[src/esp_pkg.sv]
// package: constants, types and helpers of the expansion serial port
package esp_pkg;
  // ***************************************************************
  // clocking, line rates and timeout
  // ***************************************************************
  localparam int CLK_HZ = 40_000_000;
  localparam int TMO_STEP_MS = 10;
  localparam int TMO_STEP_CYC = CLK_HZ / 1000 * TMO_STEP_MS;
  localparam logic [7:0] TMO_OFF = 8'hff;
  localparam logic [7:0] TMO_RST = 8'h32;
  localparam int NPORT = 2;
  localparam logic [4:0] NODES_485 = 5'h1f;
  localparam logic [4:0] NODES_232 = 5'h01;
  localparam logic [2:0] RATE_RST = 3'h7;
  localparam logic [15:0] DIV_TAB [8] = '{
    16'(CLK_HZ / 1200), 16'(CLK_HZ / 2400), 16'(CLK_HZ / 4800),
    16'(CLK_HZ / 9600), 16'(CLK_HZ / 19200), 16'(CLK_HZ / 38400),
    16'(CLK_HZ / 57600), 16'(CLK_HZ / 115200)};
  localparam logic [1:0] PAR_NONE = 2'h0;
  localparam logic [1:0] PAR_ODD = 2'h1;
  localparam logic [1:0] PAR_EVEN = 2'h2;
  localparam logic [2:0] BCC_XOR = 3'h0;
  localparam logic [2:0] BCC_ADD = 3'h1;
  localparam logic [2:0] BCC_ADD2C = 3'h2;
  localparam logic [2:0] BCC_LRC = 3'h3;
  localparam logic [2:0] BCC_CRC = 3'h4;
  localparam logic [15:0] CRC_POLY = 16'ha001;
  localparam logic [15:0] CRC_INIT = 16'hffff;
  // ***************************************************************
  // register map (byte addresses)
  // ***************************************************************
  localparam logic [6:0] PORT_STRIDE = 7'h20;
  localparam logic [6:0] REG_CFG = 7'h00;
  localparam logic [6:0] REG_CTRL = 7'h04;
  localparam logic [6:0] REG_TX = 7'h08;
  localparam logic [6:0] REG_RX = 7'h0c;
  localparam logic [6:0] REG_STAT = 7'h10;
  localparam logic [6:0] REG_SLAVE = 7'h14;
  localparam logic [6:0] REG_BCC_CTRL = 7'h40;
  localparam logic [6:0] REG_BCC_DATA = 7'h44;
  localparam logic [6:0] REG_BCC_RES = 7'h48;
  // ***************************************************************
  // types
  // ***************************************************************
  typedef struct packed {
    logic [7:0] tmo;
    logic [4:0] slave_const;
    logic slave_src;
    logic rs485;
    logic user_mode;
    logic stop2;
    logic [1:0] par;
    logic data8;
    logic [2:0] rate;
  } esp_cfg_t;
  localparam int CFG_W = $bits(esp_cfg_t);
  localparam esp_cfg_t CFG_RST = '{tmo: TMO_RST, slave_const: 5'h00,
    slave_src: 1'b0, rs485: 1'b0, user_mode: 1'b0, stop2: 1'b0,
    par: PAR_EVEN, data8: 1'b0, rate: RATE_RST};
  typedef struct packed {
    logic [10:0] zero_hi;
    logic [4:0] node_lim;
    logic [2:0] zero_mid;
    logic [4:0] slave;
    logic rx_active;
    logic tx_busy;
    logic cfg_rej;
    logic ovr;
    logic ferr;
    logic perr;
    logic tmo_err;
    logic rx_valid;
  } esp_stat_t;
  typedef struct packed {
    logic [29:0] zero;
    logic rx_stop;
    logic rx_start;
  } esp_ctrl_t;
  typedef struct packed {
    logic read;
    logic write;
    logic [6:0] address;
    logic [31:0] writedata;
  } esp_avs_req_t;
  typedef struct packed {
    logic done;
    logic [7:0] data;
    logic perr;
    logic ferr;
  } esp_rx_t;
  // ***************************************************************
  // helpers
  // ***************************************************************
  function automatic logic [15:0] esp_baud_div(input logic [2:0] r);
    return DIV_TAB[r];
  endfunction : esp_baud_div
  function automatic logic esp_par_bit(input logic [1:0] par,
                                       input logic [7:0] d);
    return (par == PAR_ODD) ? ~^d : ^d;
  endfunction : esp_par_bit
  function automatic logic esp_sel(input logic [6:0] a, input int p,
                                   input logic [6:0] off);
    return a == 7'(p * 32 + int'(off));
  endfunction : esp_sel
endpackage : esp_pkg

[src/esp_serial.sv]
// one asynchronous serial channel: character transmitter and receiver
`timescale 1ns/10ps
module esp_serial (
  input wire logic i_clock,
  input wire logic i_nrst,
  input wire esp_pkg::esp_cfg_t i_cfg,
  input wire logic i_tx_go,
  input wire logic [7:0] i_tx_byte,
  input wire logic i_rxd,
  output logic o_txd,
  output logic o_tx_busy,
  output esp_pkg::esp_rx_t o_rx
);
  import esp_pkg::*;
  typedef enum logic [1:0] {RX_IDLE, RX_START, RX_BITS} esp_rxst_t;
  typedef enum logic {TX_IDLE, TX_SEND} esp_txst_t;
  // ***************************************************************
  // frame shape
  // ***************************************************************
  logic [15:0] div;
  logic has_par;
  logic [3:0] n_data;
  logic [3:0] n_tx;
  logic [3:0] n_rx;
  logic [7:0] tx_data;
  logic [10:0] tx_load;
  assign div = esp_baud_div(i_cfg.rate);
  assign has_par = i_cfg.par != PAR_NONE;
  assign n_data = i_cfg.data8 ? 4'h8 : 4'h7;
  assign n_tx = 4'(4'h2 + n_data + {3'h0, has_par} + {3'h0, i_cfg.stop2});
  assign n_rx = 4'(n_data + {3'h0, has_par} + 4'h1);
  assign tx_data = i_cfg.data8 ? i_tx_byte : {1'b0, i_tx_byte[6:0]};
  // stop bits fill the unused top of the shifter
  always_comb
  begin
    tx_load = '1;
    tx_load[6:0] = tx_data[6:0];
    if (i_cfg.data8)
    begin
      tx_load[7] = tx_data[7];
    end
    if (has_par)
    begin
      tx_load[n_data] = esp_par_bit(i_cfg.par, tx_data);
    end
  end
  // ***************************************************************
  // transmitter
  // ***************************************************************
  esp_txst_t tx_st;
  logic [10:0] tx_sh;
  logic [3:0] tx_left;
  logic [15:0] tx_cnt;
  always_ff @(posedge i_clock)
  begin
    if (!i_nrst)
    begin
      tx_st <= TX_IDLE;
      o_txd <= 1'b1;
      o_tx_busy <= 1'b0;
      tx_sh <= '1;
      tx_left <= 4'h0;
      tx_cnt <= 16'h0;
    end
    else
    begin
      unique case (tx_st)
        TX_IDLE:
          if (i_tx_go)
          begin
            o_txd <= 1'b0;
            tx_sh <= tx_load;
            tx_left <= 4'(n_tx - 4'h1);
            tx_cnt <= 16'(div - 16'h1);
            o_tx_busy <= 1'b1;
            tx_st <= TX_SEND;
          end
        TX_SEND:
          if (tx_cnt != 16'h0)
          begin
            tx_cnt <= 16'(tx_cnt - 16'h1);
          end
          else if (tx_left == 4'h0)
          begin
            o_tx_busy <= 1'b0;
            tx_st <= TX_IDLE;
          end
          else
          begin
            o_txd <= tx_sh[0];
            tx_sh <= {1'b1, tx_sh[10:1]};
            tx_left <= 4'(tx_left - 4'h1);
            tx_cnt <= 16'(div - 16'h1);
          end
      endcase
    end
  end
  // ***************************************************************
  // receiver
  // ***************************************************************
  esp_rxst_t rx_st;
  logic rxd_q;
  logic [15:0] rx_cnt;
  logic [3:0] rx_idx;
  logic [10:0] rx_sh;
  logic [10:0] rx_bits;
  logic [7:0] rx_data;
  logic rx_last;
  logic rx_perr;
  logic rx_ferr;
  always_comb
  begin
    rx_bits = rx_sh;
    rx_bits[rx_idx] = i_rxd;
  end
  assign rx_last = rx_idx == 4'(n_rx - 4'h1);
  assign rx_data = i_cfg.data8 ? rx_bits[7:0] : {1'b0, rx_bits[6:0]};
  assign rx_perr = has_par &&
    (rx_bits[n_data] != esp_par_bit(i_cfg.par, rx_data));
  // only the first stop bit is checked, so a short second one is taken
  assign rx_ferr = !rx_bits[4'(n_data + {3'h0, has_par})];
  always_ff @(posedge i_clock)
  begin
    if (!i_nrst)
    begin
      rx_st <= RX_IDLE;
      rxd_q <= 1'b1;
      rx_cnt <= 16'h0;
      rx_idx <= 4'h0;
      rx_sh <= '1;
      o_rx <= '0;
    end
    else
    begin
      rxd_q <= i_rxd;
      o_rx.done <= 1'b0;
      unique case (rx_st)
        RX_IDLE:
          if (rxd_q && !i_rxd)
          begin
            rx_cnt <= {1'b0, div[15:1]};
            rx_st <= RX_START;
          end
        RX_START:
          if (rx_cnt != 16'h0)
          begin
            rx_cnt <= 16'(rx_cnt - 16'h1);
          end
          else if (!i_rxd)
          begin
            rx_cnt <= 16'(div - 16'h1);
            rx_idx <= 4'h0;
            rx_sh <= '1;
            rx_st <= RX_BITS;
          end
          else
          begin
            rx_st <= RX_IDLE;
          end
        RX_BITS:
          if (rx_cnt != 16'h0)
          begin
            rx_cnt <= 16'(rx_cnt - 16'h1);
          end
          else
          begin
            rx_sh <= rx_bits;
            rx_cnt <= 16'(div - 16'h1);
            rx_idx <= 4'(rx_idx + 4'h1);
            if (rx_last)
            begin
              o_rx <= '{done: 1'b1, data: rx_data, perr: rx_perr,
                        ferr: rx_ferr};
              rx_st <= RX_IDLE;
            end
          end
      endcase
    end
  end
endmodule : esp_serial

[src/esp_serial_port.sv]
// expansion serial port: two channels, register slave, block check
//
// Local design decisions: the placing of the registers and register access over Avalon-MM.
`timescale 1ns/10ps
module esp_serial_port #(
  parameter int TMO_STEP_CYC = esp_pkg::TMO_STEP_CYC
) (
  input wire logic i_clock,
  input wire logic i_nrst,
  input wire esp_pkg::esp_avs_req_t i_avs,
  output logic [31:0] o_avs_readdata,
  output logic o_avs_waitrequest,
  input wire logic [esp_pkg::NPORT-1:0] i_rxd,
  output logic [esp_pkg::NPORT-1:0] o_txd,
  output logic [esp_pkg::NPORT-1:0] o_drv_en
);
  import esp_pkg::*;
  // ***************************************************************
  // bus handshake
  // ***************************************************************
  logic wr_ok;
  logic rd_take;
  logic rd_load;
  logic [31:0] port_rd [NPORT];
  logic [31:0] bcc_rd;
  logic [31:0] next_rdata;
  assign wr_ok = i_avs.write && !o_avs_waitrequest;
  assign rd_take = i_avs.read && !o_avs_waitrequest;
  assign rd_load = i_avs.read && o_avs_waitrequest;
  assign next_rdata = i_avs.address[6] ? bcc_rd :
                      port_rd[i_avs.address[5]];
  // one wait cycle per access keeps read data a plain register
  always_ff @(posedge i_clock)
  begin
    if (!i_nrst)
    begin
      o_avs_waitrequest <= 1'b1;
      o_avs_readdata <= 32'h0;
    end
    else
    begin
      o_avs_waitrequest <= !((i_avs.read || i_avs.write) &&
                             o_avs_waitrequest);
      if (rd_load)
      begin
        o_avs_readdata <= next_rdata;
      end
    end
  end
  // ***************************************************************
  // serial ports
  // ***************************************************************
  for (genvar p = 0; p < NPORT; p++)
  begin : g_port
    esp_cfg_t cfg;
    esp_cfg_t cfg_new;
    esp_stat_t stat;
    esp_stat_t stat_clr;
    esp_ctrl_t ctrl_wr;
    esp_rx_t rx;
    logic sel_cfg;
    logic sel_ctrl;
    logic sel_tx;
    logic sel_rx;
    logic sel_stat;
    logic sel_slave;
    logic cfg_bad;
    logic tx_busy;
    logic tx_go;
    logic [7:0] tx_byte;
    logic capture;
    logic rd_rx;
    logic rx_start;
    logic rx_stop;
    logic tmo_run;
    logic tmo_tick;
    logic tmo_hit;
    logic [4:0] slave_reg;
    logic [4:0] slave_eff;
    logic [4:0] node_lim;
    logic rx_active;
    logic rx_valid;
    logic tmo_err;
    logic perr;
    logic ferr;
    logic ovr;
    logic cfg_rej;
    logic drv_en;
    logic [7:0] rx_data;
    logic [7:0] tmo_steps;
    logic [31:0] tmo_cyc;
    assign sel_cfg = esp_sel(i_avs.address, p, REG_CFG);
    assign sel_ctrl = esp_sel(i_avs.address, p, REG_CTRL);
    assign sel_tx = esp_sel(i_avs.address, p, REG_TX);
    assign sel_rx = esp_sel(i_avs.address, p, REG_RX);
    assign sel_stat = esp_sel(i_avs.address, p, REG_STAT);
    assign sel_slave = esp_sel(i_avs.address, p, REG_SLAVE);
    assign cfg_new = esp_cfg_t'(i_avs.writedata[CFG_W-1:0]);
    assign ctrl_wr = esp_ctrl_t'(i_avs.writedata);
    assign stat_clr = esp_stat_t'(i_avs.writedata);
    // whole word is dropped, so no half-applied setting reaches a line
    assign cfg_bad = (!cfg_new.data8 && cfg_new.par == PAR_NONE) ||
                     cfg_new.par == 2'h3 ||
                     cfg_new.tmo == 8'h00;
    assign slave_eff = cfg.slave_src ? slave_reg :
                       cfg.slave_const;
    assign node_lim = cfg.rs485 ? NODES_485 : NODES_232;
    assign capture = rx.done &&
                     (!cfg.user_mode || rx_active);
    assign rd_rx = rd_take && sel_rx;
    assign rx_start = wr_ok && sel_ctrl && ctrl_wr.rx_start;
    assign rx_stop = wr_ok && sel_ctrl && ctrl_wr.rx_stop;
    assign tmo_run = cfg.user_mode && rx_active &&
                     cfg.tmo != TMO_OFF;
    assign tmo_tick = tmo_run &&
                      tmo_cyc == 32'(TMO_STEP_CYC - 1);
    assign tmo_hit = tmo_tick &&
                     8'(tmo_steps + 8'h1) == cfg.tmo;
    assign stat = '{zero_hi: 11'h0, node_lim: node_lim,
                    zero_mid: 3'h0, slave: slave_eff,
                    rx_active: rx_active, tx_busy: tx_busy,
                    cfg_rej: cfg_rej, ovr: ovr, ferr: ferr,
                    perr: perr, tmo_err: tmo_err, rx_valid: rx_valid};
    assign port_rd[p] = sel_cfg ? 32'(cfg) :
                        sel_stat ? 32'(stat) :
                        sel_rx ? {24'h0, rx_data} :
                        sel_slave ? {27'h0, slave_reg} :
                        sel_tx ? {31'h0, tx_busy} : 32'h0;
    assign o_drv_en[p] = drv_en;
    esp_serial u_serial (
      .i_clock(i_clock),
      .i_nrst(i_nrst),
      .i_cfg(cfg),
      .i_tx_go(tx_go),
      .i_tx_byte(tx_byte),
      .i_rxd(i_rxd[p]),
      .o_txd(o_txd[p]),
      .o_tx_busy(tx_busy),
      .o_rx(rx)
    );
    always_ff @(posedge i_clock)
    begin
      if (!i_nrst)
      begin
        cfg <= CFG_RST;
        slave_reg <= 5'h00;
      end
      else
      begin
        if (wr_ok && sel_cfg && !cfg_bad)
        begin
          cfg <= cfg_new;
        end
        if (wr_ok && sel_slave)
        begin
          slave_reg <= i_avs.writedata[4:0];
        end
      end
    end
    // receive state; a captured character beats a clear in the same cycle, and a stop or timeout beats a start
    always_ff @(posedge i_clock)
    begin
      if (!i_nrst)
      begin
        rx_active <= 1'b0;
        rx_valid <= 1'b0;
        rx_data <= 8'h00;
        ovr <= 1'b0;
      end
      else
      begin
        if (tmo_hit || rx_stop)
        begin
          rx_active <= 1'b0;
        end
        else if (rx_start)
        begin
          rx_active <= 1'b1;
        end
        if (capture)
        begin
          rx_data <= rx.data;
        end
        rx_valid <= capture || (rx_valid && !rd_rx);
        ovr <= (capture && rx_valid && !rd_rx) ||
               (ovr && !(wr_ok && sel_stat && stat_clr.ovr));
      end
    end
    always_ff @(posedge i_clock)
    begin
      if (!i_nrst)
      begin
        tmo_err <= 1'b0;
        perr <= 1'b0;
        ferr <= 1'b0;
        cfg_rej <= 1'b0;
      end
      else
      begin
        tmo_err <= tmo_hit ||
          (tmo_err && !(wr_ok && sel_stat && stat_clr.tmo_err));
        perr <= (capture && rx.perr) ||
          (perr && !(wr_ok && sel_stat && stat_clr.perr));
        ferr <= (capture && rx.ferr) ||
          (ferr && !(wr_ok && sel_stat && stat_clr.ferr));
        cfg_rej <= (wr_ok && sel_cfg && cfg_bad) ||
          (cfg_rej && !(wr_ok && sel_stat && stat_clr.cfg_rej));
      end
    end
    // idle time restarts on every character taken in
    always_ff @(posedge i_clock)
    begin
      if (!i_nrst || !tmo_run || capture || rx_start)
      begin
        tmo_cyc <= 32'h0;
        tmo_steps <= 8'h00;
      end
      else if (tmo_tick)
      begin
        tmo_cyc <= 32'h0;
        tmo_steps <= 8'(tmo_steps + 8'h1);
      end
      else
      begin
        tmo_cyc <= 32'(tmo_cyc + 32'h1);
      end
    end
    // a byte written while busy is dropped; software polls tx_busy
    always_ff @(posedge i_clock)
    begin
      if (!i_nrst)
      begin
        tx_go <= 1'b0;
        tx_byte <= 8'h00;
        drv_en <= 1'b0;
      end
      else
      begin
        tx_go <= wr_ok && sel_tx && !tx_busy && !tx_go;
        if (wr_ok && sel_tx)
        begin
          tx_byte <= i_avs.writedata[7:0];
        end
        drv_en <= !cfg.rs485 || tx_busy || tx_go;
      end
    end
  end
  // ***************************************************************
  // block check generator
  // ***************************************************************
  function automatic logic [15:0] crc_byte(input logic [15:0] c,
                                           input logic [7:0] b);
    logic [15:0] r;
    r = c ^ {8'h00, b};
    for (int i = 0; i < 8; i++)
    begin
      r = r[0] ? ((r >> 1) ^ CRC_POLY) : (r >> 1);
    end
    return r;
  endfunction : crc_byte
  logic [2:0] bcc_type;
  logic [15:0] bcc_acc;
  logic [15:0] next_acc;
  logic [7:0] bcc_in;
  logic [7:0] bcc_neg;
  logic sel_bctl;
  logic sel_bdat;
  logic sel_bres;
  assign sel_bctl = esp_sel(i_avs.address, 0, REG_BCC_CTRL);
  assign sel_bdat = esp_sel(i_avs.address, 0, REG_BCC_DATA);
  assign sel_bres = esp_sel(i_avs.address, 0, REG_BCC_RES);
  assign bcc_in = i_avs.writedata[7:0];
  assign next_acc = (bcc_type == BCC_CRC) ? crc_byte(bcc_acc, bcc_in) :
                    (bcc_type == BCC_XOR) ?
                      {8'h00, bcc_acc[7:0] ^ bcc_in} :
                      {8'h00, 8'(bcc_acc[7:0] + bcc_in)};
  assign bcc_neg = 8'(~bcc_acc[7:0] + 8'h01);
  assign bcc_rd = sel_bctl ? {29'h0, bcc_type} :
                  !sel_bres ? 32'h0 :
                  (bcc_type == BCC_ADD2C || bcc_type == BCC_LRC) ?
                    {24'h0, bcc_neg} : {16'h0, bcc_acc};
  always_ff @(posedge i_clock)
  begin
    if (!i_nrst)
    begin
      bcc_type <= BCC_XOR;
      bcc_acc <= 16'h0000;
    end
    else if (wr_ok && sel_bctl)
    begin
      bcc_type <= i_avs.writedata[2:0];
      bcc_acc <= (i_avs.writedata[2:0] == BCC_CRC) ? CRC_INIT : 16'h0000;
    end
    else if (wr_ok && sel_bdat)
    begin
      bcc_acc <= next_acc;
    end
  end
endmodule : esp_serial_port

[config.mk]
export PLATFORM = sky130hd
export DESIGN_NAME = esp_serial_port
export DESIGN_NICKNAME = d
export VERILOG_FILES = /design/src/esp_pkg.sv /design/src/esp_serial.sv /design/src/esp_serial_port.sv
export SDC_FILE = /design/constraint.sdc
export NUM_CORES = 1
export LEC_CHECK = 0
export ABC_CLOCK_PERIOD_IN_PS = 3100
export BUFFER_PORTS_ARGS = -buffer_cell sky130_fd_sc_hd__buf_4
export CORE_MARGIN = 3
export CORE_UTILIZATION = 45
export CTS_BUF_LIST = sky130_fd_sc_hd__clkbuf_16
export CTS_CLUSTER_SIZE = 25
export DETAILED_ROUTE_END_ITERATION = 8
export GPL_TIMING_DRIVEN = 0
export HOLD_SLACK_MARGIN = 0.12
export PLACE_DENSITY = 0.66
export SETUP_SLACK_MARGIN = 0.4
export SLEW_MARGIN = 20
export SYNTH_ARGS = -nofsm -noshare
export SYNTH_HDL_FRONTEND = slang
export SYNTH_SLANG_ARGS = --single-unit
[constraint.sdc]
create_clock -name i_clock -period 3.1 [get_ports i_clock]
set_input_delay 0.465 -clock i_clock [delete_from_list [all_inputs] [get_ports i_clock]]
set_output_delay 0.465 -clock i_clock [all_outputs]
set_load 0.02 [all_outputs]
==> results.sh <==
export IMPL_areaGrowthSynthToFinish_pct=16.3
export IMPL_drt_pass1_iterations=5
export IMPL_drc=0
export IMPL_start_util=0.459
export IMPL_clk_latency_ps=580
export IMPL_reg2reg_slack_ps=420
export IMPL_finish_instance_area_um2=24400
export IMPL_crit_path_end_kind="flop"
export IMPL_ys_types=90
export IMPL_grt_pass1_vias=18740
export IMPL_io_buffers=60
export IMPL_power_leakage_nw=9.07
export IMPL_synth_edf_count=0
export IMPL_nNetsFinal=2865
export IMPL_rows=78
export IMPL_synth_cells=2609
export IMPL_cp_start_kind="flop"
export IMPL_powerDensity_nw_per_um2=567
export IMPL_rsz0062_at_grt="true"
export IMPL_clk_pin_slew_ps=60
export IMPL_synth_flop_cell="dfxtp_1"
export IMPL_yosysWarnings=0
export IMPL_status="finished, final reports clean"
export IMPL_path_class="flop to flop"
export IMPL_largest_reg_flops=64
export IMPL_core_area_um2=45700
export IMPL_yosys_area_share_simple=0.229
export IMPL_cts_inserted_buffers=44
export IMPL_reg_top3="g_port.tmo_cyc (64), g_port.cfg (46)"
export IMPL_ir_drop_mv=0.595
export IMPL_hold_path_class="primary input to flop"
export IMPL_grt_pass1_wl_um=105000
export IMPL_finalSetupViolCount=0
export IMPL_dpl_hpwl_um=49700
export IMPL_routed_via_density=5.89
export IMPL_drive_gt1_frac=0.112
export IMPL_synth_most_common_cell="dfxtp_1"
export IMPL_setup_ws_ps=422
export IMPL_timing_rr_start="g_port[0].u_serial.rx_cnt[7]"
export IMPL_synth_adder_area_share=0.0471
export IMPL_vias=19882
export IMPL_seq_area_frac_synth=0.364
export IMPL_htreeDepth=2
export IMPL_dp_slack_ps=-832
export IMPL_async_flop_share=0
export IMPL_diodes=0
export IMPL_place_congestion=1.00
export IMPL_slew_viol_final=0
export IMPL_cts_root_buffer="clkbuf_16"
export IMPL_min_from="i_avs[9]"
export IMPL_die_area_um2=49200
export IMPL_synth_seq_cells=381
export IMPL_place_area_um2=22200
export IMPL_drtAntennaViolNets=0
export IMPL_critPathMaxFanout=9
export IMPL_fmax_ghz=0.373
export IMPL_routed_wl_um=68500
export IMPL_layout_cells_non_filler=3378
export IMPL_initialDrtViolationCount=1889
export IMPL_wl_per_cell_um=20.3
export IMPL_holdWs_ps=148
export IMPL_synth_area_top_cells="dfxtp_1, nor2_1, nand2_1"
export IMPL_num_fill_cells=4351
export IMPL_synth_top_area_frac=0.364
export IMPL_grt_start_max_net_pins=14
export IMPL_clockBufferDepth=3
export IMPL_tightest_slew_ps=1200
export IMPL_antenna_found_initial=2
export IMPL_synth_top_family_by_area="simple AND/OR/NAND/NOR gates"
export IMPL_arrival_ps=3180
export IMPL_syn_area_um2=21000
export IMPL_clock_skew_ps=21.0
export IMPL_maxCapViolations=0
export IMPL_slew_headroom=0.197
export IMPL_synthXorXnorAreaFrac=0.0816
export IMPL_tns_ps=0
export IMPL_synth_top_cell_by_area="dfxtp_1"
export IMPL_overflow=0
export IMPL_muxShareOfSynthArea=0.0568
export IMPL_critPathLaunch="g_port[0].u_serial.rx_cnt[7]"
export IMPL_synth_compound_area_frac=0.174
export IMPL_cp_required_ps=3600
export IMPL_clkSinkCount=381
export IMPL_syn_area_per_cell_um2=8.04
export IMPL_cts_tree="done"
export IMPL_track_usage=0.266
export IMPL_timing_final_crit_period_ps=2680
export IMPL_dieWidth_um=222
export IMPL_synth_common_cells="dfxtp_1, nor2_1, nand2_1, a21oi_1, clkbuf_1"
export IMPL_top_register="g_port.tmo_cyc"
export IMPL_timing_final_hold_violations=0
export IMPL_num_io_pins=82
export IMPL_dp_cells=3278
export IMPL_period_share=0.864
export IMPL_die_y_um=222
metal layers:
| metal | up-vias | share of wire | wire length [µm] | GRT usage |
|---|---|---|---|---|
| met3 | 167 | 0.083 | 5720 | 0.0542 |
| li1 | 9439 | - | - | - |
| met5 | - | 0 | 0 | 0 |
| met4 | 0 | 0.042 | 2850 | 0.110 |
| met1 | 9498 | 0.43 | 29300 | 0.353 |
| met2 | 778 | 0.45 | 30600 | 0.421 |
repair_timing:
| item | in CTS | in global routing |
|---|---|---|
| resized for setup | 86 | 92 |
| hold buffers | 0 | 0 |
| setup endpoints to repair | 200 | 194 |
| gates cloned | 2 | 1 |
| pin swaps | 10 | 11 |
| setup buffers | 8 | 9 |
critical path, cell delays in order (launching register included):
cell and delay, ps:
dfxtp_2 350, or4_4 550, or3_4 370, or2_1 250, buf_6 150, a2111oi_4 280
and2_4 230, buf_6 120, buf_6 120, o211ai_2 80, a21oi_1 120
cell type report:
type                    count  area (µm²)  area share
multi-input cells        1991       12800       0.525
flip-flops and latches    381        7650       0.314
clock buffers              46        1150      0.0472
plain buffers             173         847      0.0347
well taps                 600         751      0.0308
repair buffers             81         606      0.0248
clock inverters            34         299      0.0123
inverters                  72         279      0.0114
cells by family after synthesis:
| logic type | Yosys count |
|---|---|
| and+or+nand+nor | 1035 |
| AOI/OAI and AO/OA | 569 |
| DFF | 381 |
| buffers and inverters | 245 |
| xor gates and xnor gates | 186 |
| muxes | 116 |
| adders and majority gates | 76 |
| other | 1 |
where the power goes:
part | leakage [nW] | switching (mW) | internal (mW) | total (mW)
Clock | 0.743 | 2.15 | 3.10 | 5.25
Sequential | 3.09 | 0.241 | 5.16 | 5.40
Combinational | 5.25 | 1.90 | 1.27 | 3.18
Total | 9.07 | 4.29 | 9.53 | 13.8
worst paths after layout:
check	end	cells after the start
worst min-delay path	g_port[1].cfg[9]	3
worst min register to register	g_port[0].rx_data[5]	2
worst max-delay path	g_port[0].u_serial.o_rx[0]	10
worst max register to register	g_port[0].u_serial.o_rx[0]	10
per-stage QoR:
step                       util  power (mW)
after floorplan               -        7.64
after global placement    0.486        8.35
after detailed placement  0.487        8.42
after CTS                 0.526        13.8
after global routing      0.534        14.4
final                     0.534        13.8
cell usage in the layout, fill, tap and decap left out, drive strengths merged, types with 78 or more instances in the layout:
cell	instances
clkbuf	181
inv	78
nor2	338
a21oi	176
nand3	82
dfxtp	381
o21ai	130
buf	119
xnor2	106
nand2	324
mux2i	109
(Power assumes the default switching activity.)
